==> config.mk <==
export PLATFORM = sky130hd
export DESIGN_NAME = ccsi_card_status_irq
export DESIGN_NICKNAME = d
export VERILOG_FILES = /design/src/logic/ccsi_pkg.sv /design/src/logic/ccsi_card_status_irq.sv
export SDC_FILE = /design/constraint.sdc
export NUM_CORES = 1
export LEC_CHECK = 0
export BUFFER_PORTS_ARGS = -buffer_cell sky130_fd_sc_hd__buf_2
export CAP_MARGIN = 20
export CORE_MARGIN = 8
export CORE_UTILIZATION = 48
export DETAILED_ROUTE_END_ITERATION = 8
export GPL_TIMING_DRIVEN = 0
export PLACE_DENSITY = 0.87
export SLEW_MARGIN = 20
export SYNTH_ARGS = -nofsm -noshare
export SYNTH_HDL_FRONTEND = slang
export SYNTH_SLANG_ARGS = --single-unit
==> constraint.sdc <==
create_clock -name clk -period 2.5 [get_ports clk]
set_input_delay 0 -clock clk [delete_from_list [all_inputs] [get_ports clk]]
set_output_delay 0 -clock clk [all_outputs]
set_load 0.005 [all_outputs]
==> src/logic/ccsi_pkg.sv <==
// What this block does
// - Transmitting: good token CRC sets data CRC status, bad token clears it
// - Receiving: good data-block CRC16 sets data CRC status, bad clears it
// - Matching response CRC7 sets the response CRC status, bit 2
// - Correct response format sets status bit 1, wrong format clears it
// - Status bits 7 and 6 read zero; software writes no ones there
// - Busy line asserting or releasing sets the busy change flag, bit 7
// - Completed response reception sets the response done flag, bit 6
// - Completed command transmission sets the command done flag, bit 5
// - Completed stream or block frame sets the frame done flag, bit 4
// - Reading the flag register clears the four event flags
// - FIFO B full flag, bit 3, sets on full, clears on empty
// - FIFO A full flag, bit 2, sets on full, clears on empty
// - FIFO B empty flag, bit 1, sets on empty, clears on full
// - FIFO A empty flag, bit 0, sets on empty, clears on full
// - Mask bit matches flag position; one blocks, zero allows interrupt
// - Unmasked set flag with global enable raises the interrupt
// - Mask register resets to all ones
`default_nettype none

package ccsi_pkg;

  // ***************************************************************
  // Register indices (byte address is four times the index)
  // ***************************************************************
  localparam logic [7:0] IDX_STATUS = 8'h00DE;
  localparam logic [7:0] IDX_MASK   = 8'h00DF;
  localparam logic [7:0] IDX_CTRL   = 8'h00E0;
  localparam logic [7:0] IDX_FLAGS  = 8'h00E7;

  // ***************************************************************
  // Field positions
  // ***************************************************************
  localparam int ST_BUSY      = 5;
  localparam int ST_DATA_CRC  = 4;
  localparam int ST_RESP_CRC  = 2;
  localparam int ST_RESP_FMT  = 1;

  localparam int FL_BUSY_CHG  = 7;
  localparam int FL_RESP_DONE = 6;
  localparam int FL_CMD_DONE  = 5;
  localparam int FL_FRAME     = 4;
  localparam int FL_B_FULL    = 3;
  localparam int FL_A_FULL    = 2;
  localparam int FL_B_EMPTY   = 1;
  localparam int FL_A_EMPTY   = 0;

  localparam int CTRL_GIE     = 0;

  // ***************************************************************
  // Reset values and bus codes
  // ***************************************************************
  localparam logic [7:0] MASK_RESET   = 8'h00FF;
  localparam logic [7:0] FLAGS_RESET  = 8'h0000;
  localparam logic [7:0] STATUS_RESET = 8'h0000;
  localparam logic [7:0] EVENT_BITS   = 8'h00F0;
  localparam logic [1:0] RESP_OKAY    = 2'h0;
  localparam logic [1:0] RESP_SLVERR  = 2'h2;
  localparam int         ADDR_W_MIN   = 10;

  typedef enum logic [1:0]
  {
    CCSI_RD_IDLE = 2'b00,
    CCSI_RD_RESP = 2'b01
  } ccsi_rd_state_t;

endpackage

`default_nettype wire

==> src/logic/ccsi_card_status_irq.sv <==
`timescale 1ns/1ps
`default_nettype none

module ccsi_card_status_irq
  import ccsi_pkg::*;
#(
  parameter int ADDR_W = 12
)
(
  input  wire  logic              clk,
  input  wire  logic              reset,
  // AXI4-Lite slave
  input  wire  logic [ADDR_W-1:0] s_axi_awaddr,
  input  wire  logic [2:0]        s_axi_awprot,
  input  wire  logic              s_axi_awvalid,
  output logic                    s_axi_awready,
  input  wire  logic [31:0]       s_axi_wdata,
  input  wire  logic [3:0]        s_axi_wstrb,
  input  wire  logic              s_axi_wvalid,
  output logic                    s_axi_wready,
  output logic [1:0]              s_axi_bresp,
  output logic                    s_axi_bvalid,
  input  wire  logic              s_axi_bready,
  input  wire  logic [ADDR_W-1:0] s_axi_araddr,
  input  wire  logic [2:0]        s_axi_arprot,
  input  wire  logic              s_axi_arvalid,
  output logic                    s_axi_arready,
  output logic [31:0]             s_axi_rdata,
  output logic [1:0]              s_axi_rresp,
  output logic                    s_axi_rvalid,
  input  wire  logic              s_axi_rready,
  // Card data line busy level, asynchronous
  input  wire  logic              card_data_busy_pin,
  // Command, data and FIFO engine events
  input  wire  logic              data_dir_tx,
  input  wire  logic              token_crc_good,
  input  wire  logic              token_crc_bad,
  input  wire  logic              block_crc_good,
  input  wire  logic              block_crc_bad,
  input  wire  logic              resp_crc_good,
  input  wire  logic              resp_crc_bad,
  input  wire  logic              resp_format_good,
  input  wire  logic              resp_format_bad,
  input  wire  logic              resp_done,
  input  wire  logic              cmd_done,
  input  wire  logic              frame_done,
  input  wire  logic              fifo_a_full,
  input  wire  logic              fifo_a_empty,
  input  wire  logic              fifo_b_full,
  input  wire  logic              fifo_b_empty,
  // Controller interrupt request
  output logic                    card_irq
);

  // ***************************************************************
  // Elaboration check
  // ***************************************************************
  generate
    if (ADDR_W < ADDR_W_MIN)
    begin : g_bad_addr_w
      $error("ADDR_W too narrow for the register map");
    end
  endgenerate

  // ***************************************************************
  // Address decode
  // ***************************************************************
  function automatic logic reg_hit(input logic [ADDR_W-1:0] addr,
                                   input logic [7:0]        idx);
    reg_hit = (addr[ADDR_W-1:2] == (ADDR_W-2)'(idx));
  endfunction

  // ***************************************************************
  // Registers
  // ***************************************************************
  logic [7:0]        mask_reg;
  logic [7:0]        mask_next;
  logic              gie_reg;
  logic              gie_next;
  logic [7:0]        flags_reg;
  logic [7:0]        flags_next;
  logic              data_crc_ok_reg;
  logic              resp_crc_ok_reg;
  logic              resp_format_ok_reg;
  logic              busy_meta_reg;
  logic              busy_sync_reg;
  logic              busy_prev_reg;
  logic              fa_full_prev_reg;
  logic              fa_empty_prev_reg;
  logic              fb_full_prev_reg;
  logic              fb_empty_prev_reg;
  logic              irq_reg;

  logic              aw_full_reg;
  logic [ADDR_W-1:0] aw_addr_reg;
  logic              w_full_reg;
  logic [31:0]       w_data_reg;
  logic [3:0]        w_strb_reg;
  logic              bvalid_reg;
  logic [1:0]        bresp_reg;
  ccsi_rd_state_t    rd_state_reg;
  ccsi_rd_state_t    rd_state_next;
  logic [31:0]       rdata_reg;
  logic [1:0]        rresp_reg;

  // ***************************************************************
  // Write channel
  // ***************************************************************
  wire aw_take  = s_axi_awvalid && s_axi_awready;
  wire w_take   = s_axi_wvalid && s_axi_wready;
  wire do_write = aw_full_reg && w_full_reg && !bvalid_reg;

  wire wr_mask   = reg_hit(aw_addr_reg, IDX_MASK);
  wire wr_ctrl   = reg_hit(aw_addr_reg, IDX_CTRL);
  wire wr_status = reg_hit(aw_addr_reg, IDX_STATUS);
  wire wr_flags  = reg_hit(aw_addr_reg, IDX_FLAGS);
  wire wr_mapped = wr_mask || wr_ctrl || wr_status || wr_flags;

  assign s_axi_awready = !aw_full_reg;
  assign s_axi_wready  = !w_full_reg;
  assign s_axi_bvalid  = bvalid_reg;
  assign s_axi_bresp   = bresp_reg;

  // Status and flag writes are accepted but change nothing
  assign mask_next = (do_write && wr_mask && w_strb_reg[0])
                   ? w_data_reg[7:0] : mask_reg;
  assign gie_next  = (do_write && wr_ctrl && w_strb_reg[0])
                   ? w_data_reg[CTRL_GIE] : gie_reg;

  always_ff @(posedge clk)
  begin
    if (reset)
    begin
      aw_full_reg <= 1'b0;
      w_full_reg  <= 1'b0;
      bvalid_reg  <= 1'b0;
      bresp_reg   <= RESP_OKAY;
    end
    else
    begin
      if (aw_take)
        aw_full_reg <= 1'b1;
      else if (do_write)
        aw_full_reg <= 1'b0;
      if (w_take)
        w_full_reg <= 1'b1;
      else if (do_write)
        w_full_reg <= 1'b0;
      if (do_write)
      begin
        bvalid_reg <= 1'b1;
        bresp_reg  <= wr_mapped ? RESP_OKAY : RESP_SLVERR;
      end
      else if (s_axi_bready)
        bvalid_reg <= 1'b0;
    end
  end

  always_ff @(posedge clk)
  begin
    if (aw_take)
      aw_addr_reg <= s_axi_awaddr;
    if (w_take)
    begin
      w_data_reg <= s_axi_wdata;
      w_strb_reg <= s_axi_wstrb;
    end
  end

  // ***************************************************************
  // Read channel
  // ***************************************************************
  wire ar_take   = s_axi_arvalid && s_axi_arready;
  wire rd_mask   = reg_hit(s_axi_araddr, IDX_MASK);
  wire rd_ctrl   = reg_hit(s_axi_araddr, IDX_CTRL);
  wire rd_status = reg_hit(s_axi_araddr, IDX_STATUS);
  wire rd_flags  = reg_hit(s_axi_araddr, IDX_FLAGS);
  wire rd_mapped = rd_mask || rd_ctrl || rd_status || rd_flags;
  wire rd_clear  = ar_take && rd_flags;

  // Reserved and unimplemented status bits read as zero
  wire [7:0] status_view = {2'b00,
                            busy_sync_reg,
                            data_crc_ok_reg,
                            1'b0,
                            resp_crc_ok_reg,
                            resp_format_ok_reg,
                            1'b0};

  wire [7:0] rd_byte = rd_mask   ? mask_reg :
                       rd_ctrl   ? {7'b000_0000, gie_reg} :
                       rd_status ? status_view :
                       rd_flags  ? flags_reg : 8'h0000;

  assign s_axi_arready = (rd_state_reg == CCSI_RD_IDLE);
  assign s_axi_rvalid  = (rd_state_reg == CCSI_RD_RESP);
  assign s_axi_rdata   = rdata_reg;
  assign s_axi_rresp   = rresp_reg;

  always_comb
  begin
    rd_state_next = rd_state_reg;
    case (rd_state_reg)
      CCSI_RD_IDLE:
        if (s_axi_arvalid)
          rd_state_next = CCSI_RD_RESP;
      CCSI_RD_RESP:
        if (s_axi_rready)
          rd_state_next = CCSI_RD_IDLE;
      default:
        rd_state_next = CCSI_RD_IDLE;
    endcase
  end

  always_ff @(posedge clk)
  begin
    if (reset)
    begin
      rd_state_reg <= CCSI_RD_IDLE;
      rdata_reg    <= 32'h0000_0000;
      rresp_reg    <= RESP_OKAY;
    end
    else
    begin
      rd_state_reg <= rd_state_next;
      if (ar_take)
      begin
        rdata_reg <= {24'h00_0000, rd_byte};
        rresp_reg <= rd_mapped ? RESP_OKAY : RESP_SLVERR;
      end
    end
  end

  // ***************************************************************
  // Busy line synchroniser and edge detect
  // ***************************************************************
  wire busy_edge = busy_sync_reg ^ busy_prev_reg;

  always_ff @(posedge clk)
  begin
    if (reset)
    begin
      busy_meta_reg <= 1'b0;
      busy_sync_reg <= 1'b0;
      busy_prev_reg <= 1'b0;
    end
    else
    begin
      busy_meta_reg <= card_data_busy_pin;
      busy_sync_reg <= busy_meta_reg;
      busy_prev_reg <= busy_sync_reg;
    end
  end

  // ***************************************************************
  // FIFO level transitions
  // ***************************************************************
  wire fa_full_rise  = fifo_a_full && !fa_full_prev_reg;
  wire fa_empty_rise = fifo_a_empty && !fa_empty_prev_reg;
  wire fb_full_rise  = fifo_b_full && !fb_full_prev_reg;
  wire fb_empty_rise = fifo_b_empty && !fb_empty_prev_reg;

  always_ff @(posedge clk)
  begin
    if (reset)
    begin
      fa_full_prev_reg  <= 1'b0;
      fa_empty_prev_reg <= 1'b0;
      fb_full_prev_reg  <= 1'b0;
      fb_empty_prev_reg <= 1'b0;
    end
    else
    begin
      fa_full_prev_reg  <= fifo_a_full;
      fa_empty_prev_reg <= fifo_a_empty;
      fb_full_prev_reg  <= fifo_b_full;
      fb_empty_prev_reg <= fifo_b_empty;
    end
  end

  // ***************************************************************
  // Flag update: a set in the clearing cycle wins
  // ***************************************************************
  wire [7:0] event_set = {busy_edge,
                          resp_done,
                          cmd_done,
                          frame_done,
                          4'b0000};

  wire [7:0] event_keep = rd_clear ? (flags_reg & ~EVENT_BITS)
                                   : flags_reg;

  always_comb
  begin
    flags_next = (event_keep | event_set) & EVENT_BITS;
    flags_next[FL_B_FULL] = fb_full_rise ? 1'b1 :
                            fb_empty_rise ? 1'b0 :
                            flags_reg[FL_B_FULL];
    flags_next[FL_A_FULL] = fa_full_rise ? 1'b1 :
                            fa_empty_rise ? 1'b0 :
                            flags_reg[FL_A_FULL];
    flags_next[FL_B_EMPTY] = fb_empty_rise ? 1'b1 :
                             fb_full_rise ? 1'b0 :
                             flags_reg[FL_B_EMPTY];
    flags_next[FL_A_EMPTY] = fa_empty_rise ? 1'b1 :
                             fa_full_rise ? 1'b0 :
                             flags_reg[FL_A_EMPTY];
  end

  always_ff @(posedge clk)
  begin
    if (reset)
    begin
      flags_reg <= FLAGS_RESET;
      mask_reg  <= MASK_RESET;
      gie_reg   <= 1'b0;
    end
    else
    begin
      flags_reg <= flags_next;
      mask_reg  <= mask_next;
      gie_reg   <= gie_next;
    end
  end

  // ***************************************************************
  // Check result status
  // ***************************************************************
  wire crc16_good = data_dir_tx ? token_crc_good : block_crc_good;
  wire crc16_bad  = data_dir_tx ? token_crc_bad : block_crc_bad;

  always_ff @(posedge clk)
  begin
    if (reset)
    begin
      data_crc_ok_reg    <= STATUS_RESET[ST_DATA_CRC];
      resp_crc_ok_reg    <= STATUS_RESET[ST_RESP_CRC];
      resp_format_ok_reg <= STATUS_RESET[ST_RESP_FMT];
    end
    else
    begin
      if (crc16_good)
        data_crc_ok_reg <= 1'b1;
      else if (crc16_bad)
        data_crc_ok_reg <= 1'b0;
      if (resp_crc_good)
        resp_crc_ok_reg <= 1'b1;
      else if (resp_crc_bad)
        resp_crc_ok_reg <= 1'b0;
      if (resp_format_good)
        resp_format_ok_reg <= 1'b1;
      else if (resp_format_bad)
        resp_format_ok_reg <= 1'b0;
    end
  end

  // ***************************************************************
  // Interrupt request
  // ***************************************************************
  wire irq_next = gie_reg && |(flags_reg & ~mask_reg);

  always_ff @(posedge clk)
  begin
    if (reset)
      irq_reg <= 1'b0;
    else
      irq_reg <= irq_next;
  end

  assign card_irq = irq_reg;

endmodule

`default_nettype wire

==> run metrics, run 1 <==
average size of a mapped cell 10.5 µm²; Final Critical Period 1.90 ns; max reg flops 10; Worst-path clk slew 0.07 ns; Mapped Area 2550 µm²; crit path DAT 2.13 ns; Final Cell Area 3640 µm²; wire per inst ~14 µm; hold_ws 0.0236 ns; largest fanout on the critical path 10; Fmax roughly 530 MHz; Initial Util 49.9%; ys flop type dfxtp_1; DR DRC count 0; Area growth syn-to-layout 42.7%; Yosys cell types 38; Gate Count Post-Synth 243; synth warn 0; routed wl met2 ~3100 µm; CTS H-tree lvls 3; XOR/XNOR share of the synthesized area 0.344%; DRT iter0 DRCs 130; first-pass GRT wire length ~10000 µm; Final Slew Violations 0; sequential area share after synthesis approximately 55%; post-synthesis mux area share under 10%; Simple-Gate Fraction of Synth Area around 18%; PortBufs 67; Via density 4.78; vias approximately 2200; RSZ-0062 raised after global routing false; R2R Setup Slk between 0.5 and 0.6 ns; outcome finished clean; Pre-antenna DRT Iters 4; Switch Pwr 0.000507 W; DP Wirelength 4530 µm; Nets 474; # rows 26; Layout Skew 0.0101 ns; layout cell share with drive strength beyond 1 28.8%; Tot Pwr 0.00220 W; final hold violations 0; number of enable flip-flop cells after synthesis 19; VDD IR max 0.713 mV; fin crit share 76.1%; CTS Buf Count 9; TritonCTS clock tree yes; Skew-Pair Late Insertion Delay 0.34 ns; CP Launch Type register; core area 5110 µm²; Slew @ Worst Pin 0.863 ns; Tot GR Track Use between 10% and 20%; Post-DP Area 3070 µm²; final setup fails 0; Synth Area in Compound Gates 12.7%; met3 WL post-DR 801 µm; Power per Cell Area about 600 nW/µm²; largest family of logic cells by synthesized area simple AND/OR/NAND/NOR gates; Yosys reg bits 61; num ports around 130; top routing layer in use met4; MaxCap Viol Count 0; RePlAce Congestion 0.946; setup TNS 0 ns; hold path start s_axi_araddr[4]; Slew headroom 42.3%; Clock Path Buffers 2; Overflow after GRT 0; crit end category register; largest net degree at the start of global routing 11; vias in the first global route 2124; clk sink count 61; required time of the critical path 2.72 ns; Int Power about 0.0017 W; post-route ant nets 0; # resized after CTS 0; die height 88.9 µm; die area roughly 8000 µm²; Hold WC Path Type input port to register; fraction of registers with async set/reset 0%; Die X 88.9 µm; wl on met1 2580 µm; Crit. Startpoint aw_addr_reg[11]; final WL 6640 µm; Static Leak 1.65 nW; Logic pwr share 10.9%; CP Class register to register; Clock power frac about 39%; reg2reg start aw_addr_reg[11]; initial antenna violation count 0; Seq pwr share 50.0%; diode count 0; Sw Ratio between 20% and 30%; Synth Area in Adders 0%; clk root buf clkbuf_8; Final Util 71.2%
power groups by stage:
stage               clock network, W  logic [W]  registers, W
global route                0.000933   0.000264       0.00110
finish                      0.000861   0.000240       0.00110
CTS                         0.000864   0.000232       0.00110
floorplan                          0   0.000116       0.00111
global placement                   0   0.000180       0.00112
detailed placement                 0   0.000185       0.00112
stage by stage:
step                      setup slack, ns  std cells
after floorplan                     0.787        268
after global placement              0.660        405
after detailed placement            0.617        405
after CTS                           0.600        459
after global routing                0.521        459
final                               0.597        459
cell usage after synthesis, types with 5 or more instances:
master | instances | area share [%]
a211o_1 | 8 | 2.7
a21oi_1 | 14 | 2.7
buf_4 | 26 | 7.7
dfxtp_1 | 42 | 33
edfxtp_1 | 19 | 22
inv_1 | 16 | 2.4
mux2i_1 | 5 | 2.0
nand2b_1 | 7 | 1.7
nand4_1 | 5 | 1.2
nor2_1 | 18 | 2.7
nor2b_1 | 18 | 4.4
nor3_1 | 9 | 1.8
o21ai_0 | 9 | 1.8
cell families (layout without fill, tap and decap cells):
family / after synthesis / count (layout)
xor gates and xnor gates: 1 / 1
muxes: 5 / 5
DFF: 61 / 61
other: 1 / 26
buffers and inverters: 50 / 171
and+or+nand+nor: 77 / 77
AOI/OAI and AO/OA: 48 / 48
what timing repair did:
item	4_1_cts	5_1_grt
setup buffers	0	0
hold endpoints to repair	36	0
hold buffers	38	0
critical path, stage by stage (launching register included):
cell      delay [ns]
edfxtp_1        0.40
or3b_4          0.43
nor4_4          0.44
buf_6           0.21
nor2b_1         0.05
a211o_1         0.26
final cells by class:
type,count,area (µm²)
Buffer,34,234
Fill cell,381,1470
Inverter,16,60.1
Clock inverter,4,46.3
Multi-Input combinational cell,157,937
Clock buffer,12,145
Tap cell,70,87.6
Timing Repair Buffer,105,716
Sequential cell,61,1410
routing by layer:
layer	track usage (%)	vias up
li1	-	1087
met1	17.6	988
met2	28.6	104
met3	7.61	15
met4	6.61	0
met5	0	-
placed cells by master (no fill, tap or decap), drive strengths merged, types with 5 or more instances in the layout:
cell type    Yosys  final
nor2b           18     18
o21ai            9      9
nor3             9      9
nand4            5      5
dlygate4sd3      0     38
clkbuf           4     16
inv             16     17
mux2i            5      5
conb             1     26
a211o            8      8
nand2b           7      7
nor2            18     18
dfxtp           42     42
edfxtp          19     19
a21oi           14     14
buf             30     97
worst paths after layout:
kind                     to  cells after the start
max reg2reg     mask_reg[6]                      5
min reg2reg   busy_sync_reg                      1
max             mask_reg[6]                      5
min          s_axi_rdata[0]                      4
Power figures use the tool's default switching activity.
==> run 2: changes to the inputs <==
--- a/config.mk
+++ b/config.mk
@@ -8,10 +8,10 @@
 export BUFFER_PORTS_ARGS = -buffer_cell sky130_fd_sc_hd__buf_2
 export CAP_MARGIN = 20
 export CORE_MARGIN = 8
-export CORE_UTILIZATION = 48
+export CORE_UTILIZATION = 41
 export DETAILED_ROUTE_END_ITERATION = 8
 export GPL_TIMING_DRIVEN = 0
-export PLACE_DENSITY = 0.87
+export PLACE_DENSITY = 0.79
 export SLEW_MARGIN = 20
 export SYNTH_ARGS = -nofsm -noshare
 export SYNTH_HDL_FRONTEND = slang
==> constraint.sdc (replaced) <==
create_clock -name clk -period 1.5 [get_ports clk]
set_input_delay 0 -clock clk [delete_from_list [all_inputs] [get_ports clk]]
set_output_delay 0 -clock clk [all_outputs]
set_load 0.005 [all_outputs]
==> run 2 against run 1 <==
  * The flow now finishes with violations (setup timing)
  * Worst setup slack got worse by 0.74 ns
  * Sequential cell count did not move
  * Clock power rose by 41%
  * Worst hold slack better by 0.011 ns
  * Critical path type unchanged
  * Largest power group unchanged
==> run metrics, run 2 (synthesized netlist as in run 1, its figures left out) <==
outcome finished with violations (was finished clean); failing checks setup timing; MaxCap Viol Count 0 (unchanged); R2R Setup Slk -0.14 ns (was 0.60 ns); wire per inst 13.9 µm (was 14.5 µm); core area 5960 µm² (was 5110 µm²); Critical Path End mask_reg[5] (was mask_reg[6]); met3 WL post-DR 767 µm (was 801 µm); crit end category register (unchanged); vias 2191 (was 2194); Post-Place Worst Slack -0.256 ns (was 0.617 ns); num ports 132 (unchanged); final setup fails 7 (was 0); largest fanout on the critical path 4 (was 10); layout cell share with drive strength beyond 1 30.9% (was 28.8%); PortBufs 67 (unchanged); Hold WC Path Type input port to register (unchanged); Die X 94.8 µm (was 88.9 µm); routed wl met2 3080 µm (was 3140 µm); Fmax 609 MHz (was 525 MHz); VDD IR max 0.724 mV (was 0.713 mV); Post-DP Area 3070 µm² (about the same); DP Wirelength 4590 µm (was 4530 µm); Pre-antenna DRT Iters 4 (unchanged); Worst path slowest cell or3b_4 (was nor4_4); final WL 6530 µm (was 6640 µm); RePlAce Congestion 0.843 (was 0.946); reg-to-reg critical path endpoint mask_reg[5] (was mask_reg[6]); number of cells on the worst hold path 4 (unchanged); clk root buf clkbuf_8 (unchanged); Power per Cell Area 936 nW/µm² (was 605 nW/µm²); wl on met1 2590 µm (was 2580 µm); Final Cell Area 3680 µm² (was 3640 µm²); Worst Reg2Reg Path Length in Cells 5 (unchanged); CP Launch Type register (unchanged); Static Leak 1.68 nW (was 1.65 nW); Final Critical Period 1.64 ns (was 1.90 ns); die area 9000 µm² (was 7900 µm²); diode count 0 (unchanged); fin crit share 109% (was 76.1%); most frequent cells in the layout 68 x buf_2, 39 x dfxtp_1, 38 x dlygate4sd3_1 (was 68 x buf_2, 42 x dfxtp_1, 38 x dlygate4sd3_1); first-pass GRT wire length 10100 µm (was 10000 µm); CP Cell Sequence or3b_4 > nor4_4 > buf_4 > nor2b_2 > a211o_1 (was or3b_4 > nor4_4 > buf_6 > nor2b_1 > a211o_1); clk sink count 61 (unchanged); vias in the first global route 2223 (was 2124); final hold violations 0 (unchanged); crit path DAT 1.85 ns (was 2.13 ns); Area growth syn-to-layout 44.3% (was 42.7%); Final Util 61.8% (was 71.2%); TritonCTS clock tree yes (unchanged); Placed Cells 410 (was 405); Initial Util 42.8% (was 49.9%); DR DRC count 0 (unchanged); top routing layer in use met4 (unchanged); Slew headroom 42.0% (was 42.3%); commonest non-fill, non-tap cell in the layout buf_2 (unchanged); max incr delay on CP 0.43 ns (was 0.44 ns); largest net degree at the start of global routing 11 (unchanged); Skew-Pair Late Insertion Delay 0.33 ns (was 0.34 ns); Via density 4.66 (was 4.78); reg2reg start aw_addr_reg[10] (was aw_addr_reg[11]); CP Class register to register (unchanged); post-route ant nets 0 (unchanged); final std cells w/o fill 470 (was 459); Slew @ Worst Pin 0.867 ns (was 0.863 ns); required time of the critical path 1.71 ns (was 2.72 ns); CTS H-tree lvls 3 (unchanged); Final Slew Violations 0 (unchanged); die height 94.8 µm (was 88.9 µm); Nets 480 (was 474); Worst Slack Setup Final -0.141 ns (was 0.597 ns); initial antenna violation count 0 (unchanged); # rows 28 (was 26); Worst-path clk slew 0.06 ns (was 0.07 ns); Layout Skew 0.00515 ns (was 0.0101 ns); max reg flops 10 (unchanged); Crit. Startpoint aw_addr_reg[10] (was aw_addr_reg[11]); Overflow after GRT 0 (unchanged); DRT iter0 DRCs 88 (was 130); Tot GR Track Use 14.6% (was 16.8%); RSZ-0062 raised after global routing true (was false); CTS Buf Count 9 (unchanged); Clock Path Buffers 2 (unchanged)
## run 2: how the worst min path moves through the flow
| stage | from | endpoint | slack, ns |
|---|---|---|---|
| after floorplan | s_axi_awaddr[10] | aw_addr_reg[10] | 0.1 |
| after global placement | s_axi_awaddr[3] | aw_addr_reg[3] | 0.18 |
| after detailed placement | s_axi_awaddr[7] | aw_addr_reg[7] | 0.18 |
| after CTS | s_axi_araddr[4] | s_axi_rdata[0] | 0.004 |
| after global routing | s_axi_araddr[3] | s_axi_rdata[0] | 0.06 |
| final | s_axi_araddr[3] | s_axi_rdata[0] | 0.03 |
## run 2: critical path: cells and delay by family, from the launching register on
kind | cells | cell delay (ns)
buffers and inverters | 1 | 0.19
flip-flops | 1 | 0.39
AND/OR/NAND/NOR | 3 | 0.71
AO/OA/AOI/OAI | 1 | 0.24
## run 2: per-layer routing
layer  track usage, %  vias to the layer above
met1             15.2                      978
met3             5.56                        8
met5                0                        -
li1                 -                     1105
met2             25.4                      100
met4             7.15                        0
## run 2: timing repair
action | in CTS | in global routing
endpoints found under the hold margin | 36 | 0
pin swaps | 3 | 3
setup buffers | 5 | 1
gates resized for setup | 2 | 8
setup endpoints to repair | 8 | 20
hold buffers | 38 | 0
## run 2: layout make-up
| cell class | count | area, µm² |
|---|---|---|
| multi-input combinational | 157 | 950 |
| timing repair buffer | 111 | 764 |
| tap | 75 | 93.8 |
| clock inverter | 3 | 11.3 |
| buffer | 34 | 235 |
| inverter | 16 | 60.1 |
| fill | 520 | 2280 |
| sequential | 61 | 1420 |
| clock buffer | 13 | 149 |
## run 2: stage by stage
stage	total power [W]	hold WS (ns)	TNS, ns
6_report	0.00344	0.0343	-0.757
2_1_floorplan	0.00205	0.0989	-0.195
3_5_place_dp	0.00218	0.178	-1.19
3_3_place_gp	0.00217	0.177	-0.973
4_1_cts	0.00346	0.00407	-1.28
5_1_grt	0.00361	0.0553	-1.31
## run 2: power breakdown
group	internal (W)	total, W	switching [W]
Combinational	0.000231	0.000400	0.000170
Clock	0.000630	0.00121	0.000578
Sequential	0.00179	0.00183	0.0000470
Total	0.00265	0.00344	0.000795
